<file path="src/hdl/flash_host_regs.vh">
// Constants of the parallel flash bus host controller
// Functional notes
// [RL1] Device wakes in read array mode
// [RL2] Read: select and gate low, strobe high
// [RL3] Gate high floats all sixteen data pins
// [RL4] Select high means standby, outputs float
// [RL5] Reset line held low at least 100ns
// [RL6] Wake returns read array, status 80H
// [RL7] Reset low aborts erase or program
// [RL8] Wait wake-to-write time before command writes
// [RL9] Write latched on first rising select/strobe
// [RL10] Low program supply blocks memory changes
// [RL11] FFH reads array; reserved codes never issued
// [RL12] 50H clears the status register
// [RL13] 90H selects identifier reads
// [RL14] 70H selects status reads
// [RL15] Erase: 20H then D0H in block
// [RL16] Program: 40H or 10H, then data
// [RL17] D0H resumes, B0H suspends
// [RL18] Boot blocks need unlock pin or override
// [RL19] Ready/busy low while algorithm runs
// [RL20] Never gate and strobe low together
// [RL21] Byte mode uses low data byte only
// [RL22] After erase or program reads return status
// [RL23] Identifier codes at addresses 0 and 1
// [RL24] Status and identifier use low byte only
// [RL25] Writes ignored while reset or waking
`ifndef FLASH_HOST_REGS_VH
`define FLASH_HOST_REGS_VH
// Register byte offsets
`define REG_CTRL 4'h0
`define REG_ADDR 4'h4
`define REG_WDATA 4'h8
`define REG_RDATA 4'hC
// Status sits above the nibble of the others
`define REG_STATUS 5'h10
// Control fields
`define CTRL_GO 0
`define CTRL_OP_LO 1
`define CTRL_OP_HI 2
`define CTRL_BYTE 4
`define CTRL_UNLOCK 5
`define CTRL_PD 6
`define CTRL_OVR 7
// Operations
`define OP_READ 2'h0
`define OP_CMD 2'h1
`define OP_DATA 2'h2
// Status fields
`define ST_BUSY 0
`define ST_RB 1
`define ST_WAKE 2
`define ST_REFUSED 3
`define ST_NARROW 4
// Command codes
`define CMD_READ_ARRAY 8'hFF
`define CMD_READ_ID 8'h90
`define CMD_READ_STATUS 8'h70
`define CMD_CLEAR_STATUS 8'h50
`define CMD_ERASE_SETUP 8'h20
`define CMD_CONFIRM 8'hD0
`define CMD_PROG_SETUP 8'h40
`define CMD_PROG_ALT 8'h10
`define CMD_SUSPEND 8'hB0
// Timing
`define CLK_PERIOD_NS 25
`define PD_LOW_MIN_NS 100
`define PD_LOW_MIN_CYC ((`PD_LOW_MIN_NS + `CLK_PERIOD_NS - 1) / `CLK_PERIOD_NS)
// AXI responses
`define RESP_OKAY 2'h0
`define RESP_SLVERR 2'h2
`endif

</file>
<file path="src/hdl/flash_host.v">
// Host controller driving a parallel flash over its bus pins
//
// The placing of the registers and register access over AXI4-Lite were left to the implementer.
`timescale 1ns/1ps
`include "flash_host_regs.vh"
module flash_host #(
  parameter WAKE_WRITE_NS = 1000,
  parameter WAKE_READ_NS = 1000,
  parameter READ_ACCESS_NS = 100,
  parameter WE_PULSE_NS = 50
) (
  input wire i_mclk,
  input wire i_sys_rst,
  input wire [4:0] i_awaddr,
  input wire i_awvalid,
  output wire o_awready,
  input wire [31:0] i_wdata,
  input wire [3:0] i_wstrb,
  input wire i_wvalid,
  output wire o_wready,
  output reg [1:0] o_bresp,
  output reg o_bvalid,
  input wire i_bready,
  input wire [4:0] i_araddr,
  input wire i_arvalid,
  output wire o_arready,
  output reg [31:0] o_rdata,
  output reg [1:0] o_rresp,
  output reg o_rvalid,
  input wire i_rready,
  output reg [18:0] o_addr,
  output reg o_byte_sel,
  output reg [15:0] o_dq,
  output reg o_dq_oe_lo,
  output reg o_dq_oe_hi,
  input wire [15:0] i_dq,
  output reg o_ce_n,
  output reg o_oe_n,
  output reg o_we_n,
  output reg o_reset_powerdown_n,
  output wire o_rp_override,
  output wire o_boot_unlock,
  output wire o_word_mode,
  input wire i_ready_busy_n
);
  // Cycle counts, least times round up
  localparam [15:0] WAKE_WR_CYC =
    (WAKE_WRITE_NS + `CLK_PERIOD_NS - 1) / `CLK_PERIOD_NS;
  localparam [15:0] WAKE_RD_CYC =
    (WAKE_READ_NS + `CLK_PERIOD_NS - 1) / `CLK_PERIOD_NS;
  localparam [15:0] RD_CYC =
    (READ_ACCESS_NS + `CLK_PERIOD_NS - 1) / `CLK_PERIOD_NS + 1;
  localparam [15:0] WE_CYC =
    (WE_PULSE_NS + `CLK_PERIOD_NS - 1) / `CLK_PERIOD_NS;
  localparam [15:0] PD_CYC = `PD_LOW_MIN_CYC;
  localparam [15:0] ONE = 16'h0001;
  // One-hot bus states
  localparam [4:0] S_IDLE = 5'h01;
  localparam [4:0] S_SETUP = 5'h02;
  localparam [4:0] S_STROBE = 5'h04;
  localparam [4:0] S_HOLD = 5'h08;
  localparam [4:0] S_READ = 5'h10;

  // Codes the device defines; anything else is reserved
  function is_known_cmd;
    input [7:0] code;
    begin
      case (code)
        `CMD_READ_ARRAY, `CMD_READ_ID, `CMD_READ_STATUS,
        `CMD_CLEAR_STATUS, `CMD_ERASE_SETUP, `CMD_CONFIRM,
        `CMD_PROG_SETUP, `CMD_PROG_ALT, `CMD_SUSPEND: is_known_cmd = 1'b1;
        default: is_known_cmd = 1'b0;
      endcase
    end
  endfunction

  reg [7:0] ctrl;
  reg [19:0] addr;
  reg [15:0] wdata;
  reg [15:0] rdata;
  reg refused, narrow, erase_pend, prog_pend;
  reg [4:0] state, next_state;
  reg [15:0] cnt, pd_cnt, wake_cnt;
  reg aw_got, w_got;
  reg [4:0] aw_addr;
  reg [31:0] w_data;
  reg [3:0] w_strb;
  reg [1:0] cur_op;
  wire idle = state[0];
  wire rd_ok, wr_ok, do_write, go_req, next_byte;
  wire [1:0] req_op;
  wire [7:0] req_code;
  reg go_bad;

  // Pin levels set straight from control
  assign o_rp_override = ctrl[`CTRL_OVR]; // [RL18]
  assign o_boot_unlock = ctrl[`CTRL_UNLOCK]; // [RL18]
  assign o_word_mode = ~ctrl[`CTRL_BYTE]; // [RL21]

  // Reads wait wake-to-read, writes wait both that and the wake-to-write interval
  assign rd_ok = o_reset_powerdown_n && (wake_cnt >= WAKE_RD_CYC); // [RL10]
  assign wr_ok = o_reset_powerdown_n && (wake_cnt >= WAKE_WR_CYC); // [RL8]

  // Write channels: each held until both have arrived
  assign o_awready = !aw_got && !o_bvalid;
  assign o_wready = !w_got && !o_bvalid;
  assign o_arready = !o_rvalid;
  assign do_write = aw_got && w_got && !o_bvalid;
  assign go_req = do_write && (aw_addr == {1'b0, `REG_CTRL}) &&
    w_strb[0] && w_data[`CTRL_GO];
  assign req_op = w_data[`CTRL_OP_HI:`CTRL_OP_LO];
  assign req_code = wdata[7:0];
  // Width of a cycle started by this very write, not the stale setting
  assign next_byte = (do_write && aw_addr == {1'b0, `REG_CTRL} &&
    w_strb[0]) ? w_data[`CTRL_BYTE] : ctrl[`CTRL_BYTE];

  // Decide whether a start is legal before it reaches the pins
  always @* begin
    go_bad = 1'b0;
    if (!idle || !rd_ok || req_op == 2'h3) begin
      go_bad = 1'b1;
    end else if (req_op != `OP_READ) begin
      if (!wr_ok) begin
        go_bad = 1'b1; // [RL25]
      end else if (req_op == `OP_CMD && !is_known_cmd(req_code)) begin
        go_bad = 1'b1; // [RL11]
      end else if (erase_pend &&
                   (req_op != `OP_CMD || req_code != `CMD_CONFIRM)) begin
        go_bad = 1'b1; // [RL15]
      end else if (prog_pend && req_op != `OP_DATA) begin
        go_bad = 1'b1; // [RL16]
      end else if (req_op == `OP_DATA && !prog_pend) begin
        go_bad = 1'b1; // [RL16]
      end
    end
  end

  // AXI4-Lite register slave
  always @(posedge i_mclk or posedge i_sys_rst) begin
    if (i_sys_rst) begin
      aw_got <= 1'b0;
      w_got <= 1'b0;
      aw_addr <= 5'h00;
      w_data <= 32'h00000000;
      w_strb <= 4'h0;
      o_bvalid <= 1'b0;
      o_bresp <= `RESP_OKAY;
      o_rvalid <= 1'b0;
      o_rresp <= `RESP_OKAY;
      o_rdata <= 32'h00000000;
      ctrl <= 8'h00;
      addr <= 20'h00000;
      wdata <= 16'h0000;
    end else begin
      if (i_awvalid && o_awready) begin
        aw_got <= 1'b1;
        aw_addr <= i_awaddr;
      end
      if (i_wvalid && o_wready) begin
        w_got <= 1'b1;
        w_data <= i_wdata;
        w_strb <= i_wstrb;
      end
      if (do_write) begin
        aw_got <= 1'b0;
        w_got <= 1'b0;
        o_bvalid <= 1'b1;
        o_bresp <= `RESP_OKAY;
        case (aw_addr)
          {1'b0, `REG_CTRL}: begin
            // Go is a strobe and never stays stored
            if (w_strb[0]) begin
              ctrl <= {w_data[7:1], 1'b0};
            end
          end
          {1'b0, `REG_ADDR}: begin
            if (w_strb[0]) addr[7:0] <= w_data[7:0];
            if (w_strb[1]) addr[15:8] <= w_data[15:8];
            if (w_strb[2]) addr[19:16] <= w_data[19:16];
          end
          {1'b0, `REG_WDATA}: begin
            if (w_strb[0]) wdata[7:0] <= w_data[7:0];
            if (w_strb[1]) wdata[15:8] <= w_data[15:8];
          end
          `REG_STATUS, {1'b0, `REG_RDATA}: begin
          end
          default: o_bresp <= `RESP_SLVERR;
        endcase
      end else if (o_bvalid && i_bready) begin
        o_bvalid <= 1'b0;
      end
      if (i_arvalid && o_arready) begin
        o_rvalid <= 1'b1;
        o_rresp <= `RESP_OKAY;
        case (i_araddr)
          {1'b0, `REG_CTRL}: o_rdata <= {24'h000000, ctrl};
          {1'b0, `REG_ADDR}: o_rdata <= {12'h000, addr};
          {1'b0, `REG_WDATA}: o_rdata <= {16'h0000, wdata};
          {1'b0, `REG_RDATA}: o_rdata <= {16'h0000, rdata};
          `REG_STATUS: o_rdata <= {27'h0000000, narrow, refused,
            !wr_ok, i_ready_busy_n, !idle}; // [RL19]
          default: begin
            o_rdata <= 32'h00000000;
            o_rresp <= `RESP_SLVERR;
          end
        endcase
      end else if (o_rvalid && i_rready) begin
        o_rvalid <= 1'b0;
      end
    end
  end

  // Bus cycle sequencing
  always @* begin
    next_state = state;
    case (state)
      S_IDLE: begin
        if (go_req && !go_bad) begin
          next_state = (req_op == `OP_READ) ? S_READ : S_SETUP; // [RL2]
        end
      end
      S_SETUP: next_state = S_STROBE;
      S_STROBE: if (cnt >= WE_CYC) next_state = S_HOLD;
      S_HOLD: next_state = S_IDLE;
      S_READ: if (cnt >= RD_CYC) next_state = S_IDLE;
      default: next_state = S_IDLE;
    endcase
  end

  // Strobes are registered so they never glitch on the pins
  always @(posedge i_mclk or posedge i_sys_rst) begin
    if (i_sys_rst) begin
      state <= S_IDLE;
      cnt <= 16'h0000;
      o_ce_n <= 1'b1;
      o_oe_n <= 1'b1;
      o_we_n <= 1'b1;
      o_dq_oe_lo <= 1'b0;
      o_dq_oe_hi <= 1'b0;
      o_dq <= 16'h0000;
      o_addr <= 19'h00000;
      o_byte_sel <= 1'b0;
      cur_op <= `OP_READ;
      rdata <= 16'h0000;
    end else begin
      state <= next_state;
      cnt <= (next_state == state) ? cnt + ONE : ONE;
      // Select low through the whole cycle; high between cycles
      o_ce_n <= next_state[0]; // [RL4]
      // Gate and strobe come from disjoint states
      o_oe_n <= ~next_state[4]; // [RL20]
      // Device latches when the strobe rises, select stays low one more
      o_we_n <= ~next_state[2]; // [RL9]
      o_dq_oe_lo <= next_state[1] | next_state[2] | next_state[3]; // [RL3]
      o_dq_oe_hi <= (next_state[1] | next_state[2] | next_state[3]) &&
        !next_byte; // [RL21]
      if (idle && next_state != S_IDLE) begin
        o_addr <= addr[18:0];
        o_byte_sel <= addr[19]; // [RL21]
        o_dq <= wdata;
        cur_op <= req_op;
      end
      // Sample at the last cycle of the access window
      if (state[4] && next_state[0]) begin
        if (ctrl[`CTRL_BYTE] || narrow) begin
          rdata <= {8'h00, i_dq[7:0]}; // [RL24]
        end else begin
          rdata <= i_dq;
        end
      end
    end
  end

  // Track the device's read mode and the two-write sequences
  always @(posedge i_mclk or posedge i_sys_rst) begin
    if (i_sys_rst) begin
      narrow <= 1'b0;
      erase_pend <= 1'b0;
      prog_pend <= 1'b0;
      refused <= 1'b0;
    end else begin
      // A fresh refusal outranks a clear in the same cycle
      if (go_req && go_bad) begin
        refused <= 1'b1;
      end else if (do_write && aw_addr == `REG_STATUS && w_strb[0] &&
                   w_data[`ST_REFUSED]) begin
        refused <= 1'b0;
      end
      if (!o_reset_powerdown_n) begin
        // Wake puts the device back in array mode
        narrow <= 1'b0; // [RL6]
        erase_pend <= 1'b0; // [RL7]
        prog_pend <= 1'b0;
      end else if (state[3]) begin
        erase_pend <= 1'b0;
        prog_pend <= 1'b0;
        if (cur_op == `OP_DATA) begin
          narrow <= 1'b1; // [RL22]
        end else begin
          case (o_dq[7:0])
            `CMD_READ_ARRAY: narrow <= 1'b0; // [RL11]
            `CMD_READ_ID: narrow <= 1'b1; // [RL13] [RL23]
            `CMD_READ_STATUS: narrow <= 1'b1; // [RL14]
            `CMD_CONFIRM: narrow <= 1'b1; // [RL17]
            `CMD_SUSPEND: narrow <= 1'b1; // [RL17]
            `CMD_ERASE_SETUP: erase_pend <= 1'b1; // [RL15]
            `CMD_PROG_SETUP, `CMD_PROG_ALT: prog_pend <= 1'b1; // [RL16]
            default: narrow <= narrow; // Clear status keeps the mode [RL12]
          endcase
        end
      end
    end
  end

  // Reset line: held low from reset, at least the minimum once lowered
  always @(posedge i_mclk or posedge i_sys_rst) begin
    if (i_sys_rst) begin
      o_reset_powerdown_n <= 1'b0; // [RL1]
      pd_cnt <= 16'h0000;
      wake_cnt <= 16'h0000;
    end else begin
      if (!o_reset_powerdown_n) begin
        wake_cnt <= 16'h0000;
        if (pd_cnt < PD_CYC) pd_cnt <= pd_cnt + ONE;
        // Release only between bus cycles and after the least low time
        if (idle && !ctrl[`CTRL_PD] && pd_cnt >= PD_CYC) begin
          o_reset_powerdown_n <= 1'b1; // [RL5]
        end
      end else begin
        pd_cnt <= 16'h0000;
        if (wake_cnt < WAKE_WR_CYC || wake_cnt < WAKE_RD_CYC) begin
          wake_cnt <= wake_cnt + ONE; // [RL8]
        end
        if (idle && ctrl[`CTRL_PD]) begin
          o_reset_powerdown_n <= 1'b0; // [RL5]
        end
      end
    end
  end
endmodule // flash_host

</file>
<file path="config.mk">
export PLATFORM = sky130hd
export DESIGN_NAME = flash_host
export DESIGN_NICKNAME = d
export VERILOG_FILES = /design/src/hdl/flash_host.v
export VERILOG_INCLUDE_DIRS = /design/src /design/src/hdl
export SDC_FILE = /design/constraint.sdc
export NUM_CORES = 1
export LEC_CHECK = 0
export BUFFER_PORTS_ARGS = -buffer_cell sky130_fd_sc_hd__buf_2
export CAP_MARGIN = 20
export CORE_MARGIN = 3
export CORE_UTILIZATION = 56
export CTS_CLUSTER_SIZE = 8
export DETAILED_ROUTE_END_ITERATION = 7
export GPL_TIMING_DRIVEN = 0
export PLACE_DENSITY = 0.84
export SETUP_SLACK_MARGIN = 0.02
export SLEW_MARGIN = 20
export SYNTH_ARGS = -nofsm -noshare
export SYNTH_HDL_FRONTEND = slang
export SYNTH_SLANG_ARGS = --single-unit
</file>
<file path="constraint.sdc">
create_clock -name i_mclk -period 8.5 [get_ports i_mclk]
set_input_delay 1.7 -clock i_mclk [delete_from_list [all_inputs] [get_ports i_mclk]]
set_output_delay 1.7 -clock i_mclk [all_outputs]
set_load 0.01 [all_outputs]
</file>
* Word-level counts from Yosys, hierarchy flattened
Index checks and enable logic that the tools add are counted.
Widths: inputs -> output; s select.
** Operators by class
- Add/subtract/negate cells :: 3
- $mul :: 0
- Div/mod/pow operators :: 0
- Magnitude comparators :: 6
- Eq/ne operators :: 41
- Shifts and indexed selects :: 0
- Muxes and demuxes :: 51
- Bitwise gates (word level) :: 5
- Reductions and logical operators :: 65
** Operators with widths (count)
- $pmux 20 s5 :: 1
- $mux 16 :: 6
- $eq 8x8->1 const B :: 8
- $add 16x1->16 const B :: 3
- $eq 8x7->1 const B :: 5
- $mux 1 :: 36
- $ge 16x3->1 const B :: 2
- $logic_and 1x1->1 :: 28
- $eq 5x4->1 const B :: 4
- $mux 5 :: 4
- $pmux 5 s4 :: 1
- $reduce_and 3->1 :: 6
- $eq 8x5->1 const B :: 2
- $eq 8x6->1 const B :: 2
- $ge 16x2->1 const B :: 1
- $ge 16x6->1 const B :: 1
- $lt 16x3->1 const B :: 1
- $lt 16x6->1 const B :: 1
- $eq 5x3->1 const B :: 3
- $eq 5x5->1 const B :: 3
- $reduce_bool 2->1 :: 7
- $logic_not 1->1 :: 11
- $logic_not 5->1 :: 2
- $reduce_or 5->1 :: 2
- 20 further kinds :: 31
** Word-level totals
- Register bits after elaboration :: 228
- Latch bits :: 0
- Memory bits (writable) :: 0
- Memory bits (read-only) :: 0
- Input bits :: 70
- Output and inout bits :: 86
- Logic and storage cells :: 206
- Memories :: 0

* Depth between registers and ports, before layout
Gate-level depths: netlist of run 1.
- Depth in word-level cells :: 19
- Depth in mapped cells :: 8
- Mapped depth without buffers :: 7

* Worst setup path after synthesis of run 1
Ideal clock, no wire load.
- Kind :: input-to-reg
- Start :: input i_araddr[3]
- End :: register o_rdata[7]
- Library setup time :: 0.121 ns
- Data arrival time :: 2.929 ns
- Data required time :: 8.379 ns
- Slack :: 5.450 ns
- Stages :: 4
- Buffers on the path :: 2
- Cells stage by stage :: clkbuf_1 -> clkbuf_1 -> mux4_2 -> a22o_1
** Between the ends
- Cells in the longest elaborated chain, start to end :: 2
- Elaborated cells on any way between the ends :: 6
- Classes of those cells :: eq/ne (4); mux (1); reduce/logical (1)
** Ends and longest elaborated chain
- start: declaration :: RTL line flash_host.v:24 : input wire [4:0] i_araddr,
- $eq 5x5->1, or another cell as far along :: RTL line flash_host.v:195 : case (i_araddr)
- $pmux 20 s5 (*) :: RTL line flash_host.v:195
- end signal: assignment :: RTL line flash_host.v:196 : {1'b0, `REG_CTRL}: o_rdata <= {24'h000000, ctrl};
- end signal: assignment :: RTL line flash_host.v:197 : {1'b0, `REG_ADDR}: o_rdata <= {12'h000, addr};
- end signal: assignment :: RTL line flash_host.v:198 : {1'b0, `REG_WDATA}: o_rdata <= {16'h0000, wdata};
- end: declaration :: RTL line flash_host.v:27 : output reg [31:0] o_rdata,
Every way passes the cells marked *; elsewhere a longest branch is shown, timed or not.
A chain may end at the register's enable or synchronous reset.

* Worst setup path after layout of run 1
- Start :: input i_araddr[2]
- End :: register o_rdata[19]
Same word-level chain as after synthesis.

==> flow_metrics.env, run 1 <==
export IMPL_cts_resized=0
export IMPL_setup_viol=0
export IMPL_critPathLaunchType="input port"
export IMPL_crit_type="in2reg"
export IMPL_fin_crit_sh_pct=36.3
export IMPL_endpoint_kind="flip-flop"
export IMPL_status="completed"
export IMPL_coreArea_sq_um=16000
export IMPL_root_buffer="clkbuf_16"
export IMPL_grt_pass1_vias=6557
export IMPL_r2r_slack_ns=5.54
export IMPL_wl_per_cell_um=19.0
export IMPL_ys_flop_type="dfrtp_1"
export IMPL_leakagePower_nw=5.49
export IMPL_grt_use_total_pct=24.3
export IMPL_hold_violations=0
export IMPL_arrival_ns=3.53
export IMPL_start_util_pct=57.6
export IMPL_layout_nets=994
export IMPL_cts_htree_levels=1
export IMPL_r2r_cells=8
export IMPL_fin_util_pct=69.2
export IMPL_ys_seq_elements=213
export IMPL_mappedNetlistArea_sq_um=9210
export IMPL_yosysWarnings=0
export IMPL_clock_skew_ns=0.0195
export IMPL_dp_cells=1100
export IMPL_ant_nets=0
export IMPL_power_density_nw_per_um2=258
export IMPL_placed_area_sq_um=10200
export IMPL_rows=46
export IMPL_postCtsSetupRepairBufs=0
export IMPL_clock_latency_ns=0.53
export IMPL_cp_required_ns=8.94
export IMPL_wl_um=22000
export IMPL_fin_crit_ns=3.09
export IMPL_syn_to_final_growth_pct=20.1
export IMPL_cts_sinks=213
export IMPL_synth_seq_area_share_pct=57.9
export IMPL_clk_path_buf_depth=3
export IMPL_peakVddDrop_v=0.000191
export IMPL_dieArea_sq_um=18000
export IMPL_globalplace_congestion=0.846
export IMPL_gr_total_overflow=0
export IMPL_setup_worst_path_end="o_rdata[19]"
export IMPL_chipWidth_um=134
export IMPL_antenna_found_initial=3
export IMPL_cts_clk_slew_worst_paths_ns=0.05
export IMPL_cts_hold_buf=0
export IMPL_drtIter0Drc=482
export IMPL_yosys_area_share_simple_pct=13.0
export IMPL_synth_top_family_by_area="multiplexers"
export IMPL_grt_max_degree=111
export IMPL_relSlewSlack_pct=40.1
export IMPL_dr_pass1_iters=5
export IMPL_crit_start="i_araddr[2]"
export IMPL_cts_tree="yes"
export IMPL_yosysUniqueCellTypes=55
export IMPL_min_delay_start="o_dq[15]"
export IMPL_rsz0062_at_grt="no"
export IMPL_netlist_instances=743
export IMPL_instances_no_fill=1157
export IMPL_io_pins=156
export IMPL_hold_worst_slack_ns=0.478
export IMPL_vias_per_cell=5.61
export IMPL_dieHeight_um=134
export IMPL_drive_gt1_share_pct=32.1
export IMPL_grt_pass1_wl_um=34800
export IMPL_synth_xor_area_share_pct=2.09
export IMPL_synth_edff_count=0
export IMPL_slew_viol_final=0
export IMPL_io_buffers=127
export IMPL_dp_hpwl_um=15000
export IMPL_worst_pin_slew_ns=0.892
export IMPL_vias=6486
export IMPL_holdCritPathClass="reg2reg"
export IMPL_syn_area_per_cell_sq_um=12.4
export IMPL_critPathMaxFanout=10
export IMPL_timing_rr_start="aw_addr[1]"
export IMPL_synth_compound_area_share_pct=5.77
export IMPL_fillers=1165
export IMPL_reg2reg_to="o_dq[10]"
export IMPL_synthAdderAreaFrac_pct=1.09
export IMPL_route_detailed_drc=0
export IMPL_synth_mux_area_share_pct=16.7
export IMPL_fmax_ghz=0.324
export IMPL_cts_buffers_inserted=30
export IMPL_async_flop_share_pct=100
export IMPL_max_cap_viol_count=0
export IMPL_fin_area_sq_um=11100
Yosys cell counts, types with 15 or more instances:
cell type	count	area, sq um
dfrtp_1	210	5260
mux2_2	104	1170
nand2_1	62	233
o21ai_0	40	200
clkbuf_1	24	90.1
nor2_1	22	82.6
nor2b_1	22	138
nor3_1	20	100
and2_1	19	119
mux2_1	19	214
inv_1	18	67.6
xor2_1	17	149
buf_4	15	113
cell families after synthesis:
group,Yosys count
multiplexers,133
AND/OR/NAND/NOR,219
AO/OA/AOI/OAI,84
buffers and inverters,63
XOR/XNOR,22
other,1
adder cells (fa/ha/maj),8
flip-flops,213
area by class of cell:
type / count / area, sq um / share of cell area [%]
Clock inverter: 2 / 21.3 / 0.192
Inverter: 18 / 75.1 / 0.678
Buffer: 45 / 249 / 2.25
Multi-Input combinational cell: 480 / 3610 / 32.6
Timing Repair Buffer: 128 / 663 / 5.99
Clock buffer: 53 / 837 / 7.56
Sequential cell: 213 / 5330 / 48.2
Antenna cell: 2 / 5.00 / 0.0452
Tap cell: 216 / 270 / 2.44
layer usage:
metal / track usage (%) / wire [um] / vias up
met4: 9.33 / 654 / 2
met2: 38.3 / 10500 / 232
li1: - / - / 2954
met5: 0 / 13 / -
met1: 33.7 / 9430 / 3244
met3: 5.06 / 1440 / 54
critical path, stage by stage:
cell and delay (ns):
clkbuf_1 0.35, clkbuf_1 0.57, nand2_1 0.31, or2_2 0.41
o21ai_0 0.19
flip-flops by register name (all words and copies together), names as in the netlist, 2 cells and up:
| name | cells |
|---|---|
| addr | 20 |
| aw_addr | 5 |
| cnt | 16 |
| ctrl | 7 |
| cur_op | 2 |
| o_addr | 19 |
| o_dq | 16 |
| o_rdata | 20 |
| pd_cnt | 16 |
| rdata | 16 |
| state | 5 |
| w_data | 20 |
| w_strb | 3 |
| wake_cnt | 16 |
| wdata | 16 |
layout by cell type, fill, tap and decap left out, types with 8 or more instances in the layout:
master	n
dfrtp_1	210
a21oi_1	11
nor3_1	20
clkbuf_16	30
buf_4	15
nand3_1	12
nor4_1	12
o21ai_0	40
a22oi_1	8
mux2_2	104
nand2_1	62
buf_2	128
mux2_1	19
ha_1	8
clkbuf_1	47
and3_1	8
nor2_1	22
inv_1	17
nor2b_1	22
xor2_1	17
nand4_1	11
conb_1	14
and2_1	19
worst min-delay path by stage:
stage               slack, ns  cells past startpoint                   to
floorplan                0.43                      1  o_reset_powerdown_n
global placement         0.46                      2          o_rdata[11]
detailed placement       0.47                      2          o_rdata[11]
CTS                      0.48                      2          o_rdata[11]
global route             0.50                      2          o_rdata[11]
finish                   0.48                      1             o_dq[15]
through the flow:
stage               setup WS, ns  total power [mW]  setup TNS [ns]
floorplan                  0.982              1.62               0
global placement           -1.15              1.75         -239.59
detailed placement          4.87              1.78               0
CTS                         5.45              2.87               0
global route                5.33              2.99               0
finish                      5.41              2.86               0
report_power, final:
part           total (mW)  internal (mW)  leakage [nW]  switching [mW]
registers            1.31           1.17          2.80           0.148
clock network        1.08          0.658         0.408           0.421
logic               0.466          0.220          2.29           0.246
No activity file was read; power rests on OpenSTA's default activity.
==> run 2: changes to the inputs <==
- clock period: 8.5 -> 3.16 ns (I/O delays scaled with it)
==> run 2 against run 1 <==
Against the previous run:
- setup slack lost 5.2 ns
- via count grew 1.4%
- flip-flop and latch count is the same
- final area grew 0.69%
- register-to-register slack lost 5.3 ns
- core utilization grew 0.48 points
- total power grew to 2.7 times the previous value
- combinational power grew to 2.7 times the previous value
- global-route usage grew 0.43 points
- highest routed layer unchanged
==> flow_metrics.env, run 2 (synthesized netlist as in run 1, its figures left out) <==
export IMPL_status="completed"
export IMPL_drtIter0Drc=472
export IMPL_clock_skew_ns=0.00936
export IMPL_start_util_pct=57.6
export IMPL_instances_no_fill=1150
export IMPL_layout_nets=1000
export IMPL_fmax_ghz=0.345
export IMPL_critPathMaxFanout=10
export IMPL_path_cells="or4_1, clkbuf_1, nor3_4, nand3_1, nor4_4, buf_6, buf_6, mux2_1"
export IMPL_syn_to_final_growth_pct=20.9
export IMPL_peakVddDrop_v=0.000485
export IMPL_holdCritPathClass="in2async"
export IMPL_fillers=1136
export IMPL_max_cap_viol_count=0
export IMPL_hold_worst_slack_ns=0.230
export IMPL_wl_um=22100
export IMPL_crit_type="reg2reg"
export IMPL_critPathBufInv=3
export IMPL_dieHeight_um=134
export IMPL_dp_cells=1106
export IMPL_grt_max_degree=33
export IMPL_cts_htree_levels=1
export IMPL_cts_sinks=213
export IMPL_dr_pass1_iters=5
export IMPL_wl_per_cell_um=19.2
export IMPL_reg_top3="addr x20, o_rdata x20, w_data x20"
export IMPL_cts_hold_buf=0
export IMPL_fin_crit_ns=2.90
export IMPL_vias_per_cell=5.72
export IMPL_dp_hpwl_um=15500
export IMPL_root_buffer="clkbuf_16"
export IMPL_slew_viol_final=0
export IMPL_critPathMaxStageDelay_ns=0.52
export IMPL_crit_path_frequent_cell="buf_6"
export IMPL_clk_path_buf_depth=3
export IMPL_setup_viol=0
export IMPL_grt_use_total_pct=24.7
export IMPL_timing_rr_start="aw_addr[1]"
export IMPL_coreArea_sq_um=16000
export IMPL_vias=6577
export IMPL_route_detailed_drc=0
export IMPL_cts_buffers_inserted=30
export IMPL_arrival_ns=3.30
export IMPL_globalplace_congestion=0.858
export IMPL_worst_pin_slew_ns=0.936
export IMPL_hold_violations=0
export IMPL_reg2reg_to="o_dq[13]"
export IMPL_leakagePower_nw=5.53
export IMPL_rows=46
export IMPL_r2r_slack_ns=0.26
export IMPL_most_common_layout_cells="210 x dfrtp_1, 128 x buf_2, 104 x mux2_2"
export IMPL_slowest_stage="or4_1"
export IMPL_clock_latency_ns=0.52
export IMPL_grt_pass1_vias=6800
export IMPL_r2r_cells=8
export IMPL_dieArea_sq_um=18000
export IMPL_mostFrequentLayoutCell="dfrtp_1"
export IMPL_ant_nets=0
export IMPL_io_buffers=127
export IMPL_rsz0062_at_grt="no"
export IMPL_cts_tree="yes"
export IMPL_endpoint_kind="flip-flop"
export IMPL_critPathTopFamily="simple AND/OR/NAND/NOR gates"
export IMPL_chipWidth_um=134
export IMPL_relSlewSlack_pct=37.0
export IMPL_power_density_nw_per_um2=685
export IMPL_drive_gt1_share_pct=32.9
export IMPL_cts_clk_slew_worst_paths_ns=0.05
export IMPL_postCtsSetupRepairBufs=0
export IMPL_critPathLaunchType="flip-flop"
export IMPL_cp_required_ns=3.56
export IMPL_fin_crit_sh_pct=91.7
export IMPL_antenna_found_initial=4
export IMPL_io_pins=156
export IMPL_cts_resized=0
export IMPL_grt_pass1_wl_um=35600
export IMPL_gr_total_overflow=0
[run 2: worst max path at each step]
stage	from	to	slack (ns)	cells after the start
global route	cnt[0]	cnt[9]	0.08	8
finish	aw_addr[1]	o_dq[13]	0.26	8
global placement	i_sys_rst	w_data[11]	-1.42	2
detailed placement	aw_addr[1]	o_dq[9]	0.29	8
floorplan	i_sys_rst	addr[0]	-0.24	1
CTS	aw_addr[1]	o_dq[13]	0.26	8
[run 2: per-stage QoR]
| step | TNS, ns | power (mW) | util, % | worst slack [ns] | cell area [sq um] |
|---|---|---|---|---|---|
| after floorplan | -50.34 | 4.35 | - | -0.240 | 9270 |
| after global placement | -296.80 | 4.72 | 63.6 | -1.42 | 10200 |
| after detailed placement | 0 | 4.82 | 64.5 | 0.294 | 10300 |
| after CTS | 0 | 7.67 | 69.6 | 0.260 | 11100 |
| after global routing | 0 | 7.98 | 69.6 | 0.0827 | 11100 |
| final | 0 | 7.63 | 69.6 | 0.263 | 11100 |
[run 2: power by group]
group          switching, mW  internal, mW
Clock                   1.07          1.74
Combinational          0.672         0.608
Sequential             0.397          3.14
Total                   2.14          5.49
[run 2: final cells by class]
| cell class | instances | area (sq um) | share of cell area [%] |
|---|---|---|---|
| Antenna cell | 2 | 5.00 | 0.0449 |
| Buffer | 45 | 249 | 2.23 |
| Clock buffer | 41 | 813 | 7.30 |
| Clock inverter | 1 | 5.00 | 0.0449 |
| Inverter | 18 | 71.3 | 0.640 |
| Multi-Input combinational cell | 480 | 3610 | 32.4 |
| Sequential cell | 213 | 5330 | 47.9 |
| Tap cell | 216 | 270 | 2.43 |
| Timing Repair Buffer | 134 | 783 | 7.03 |
[run 2: per-layer routing]
metal  GRT usage [%]  routed length, um
met1            33.6               9340
met3            4.73               1330
met5               0                 21
met2            40.1              10500
met4            9.39                895
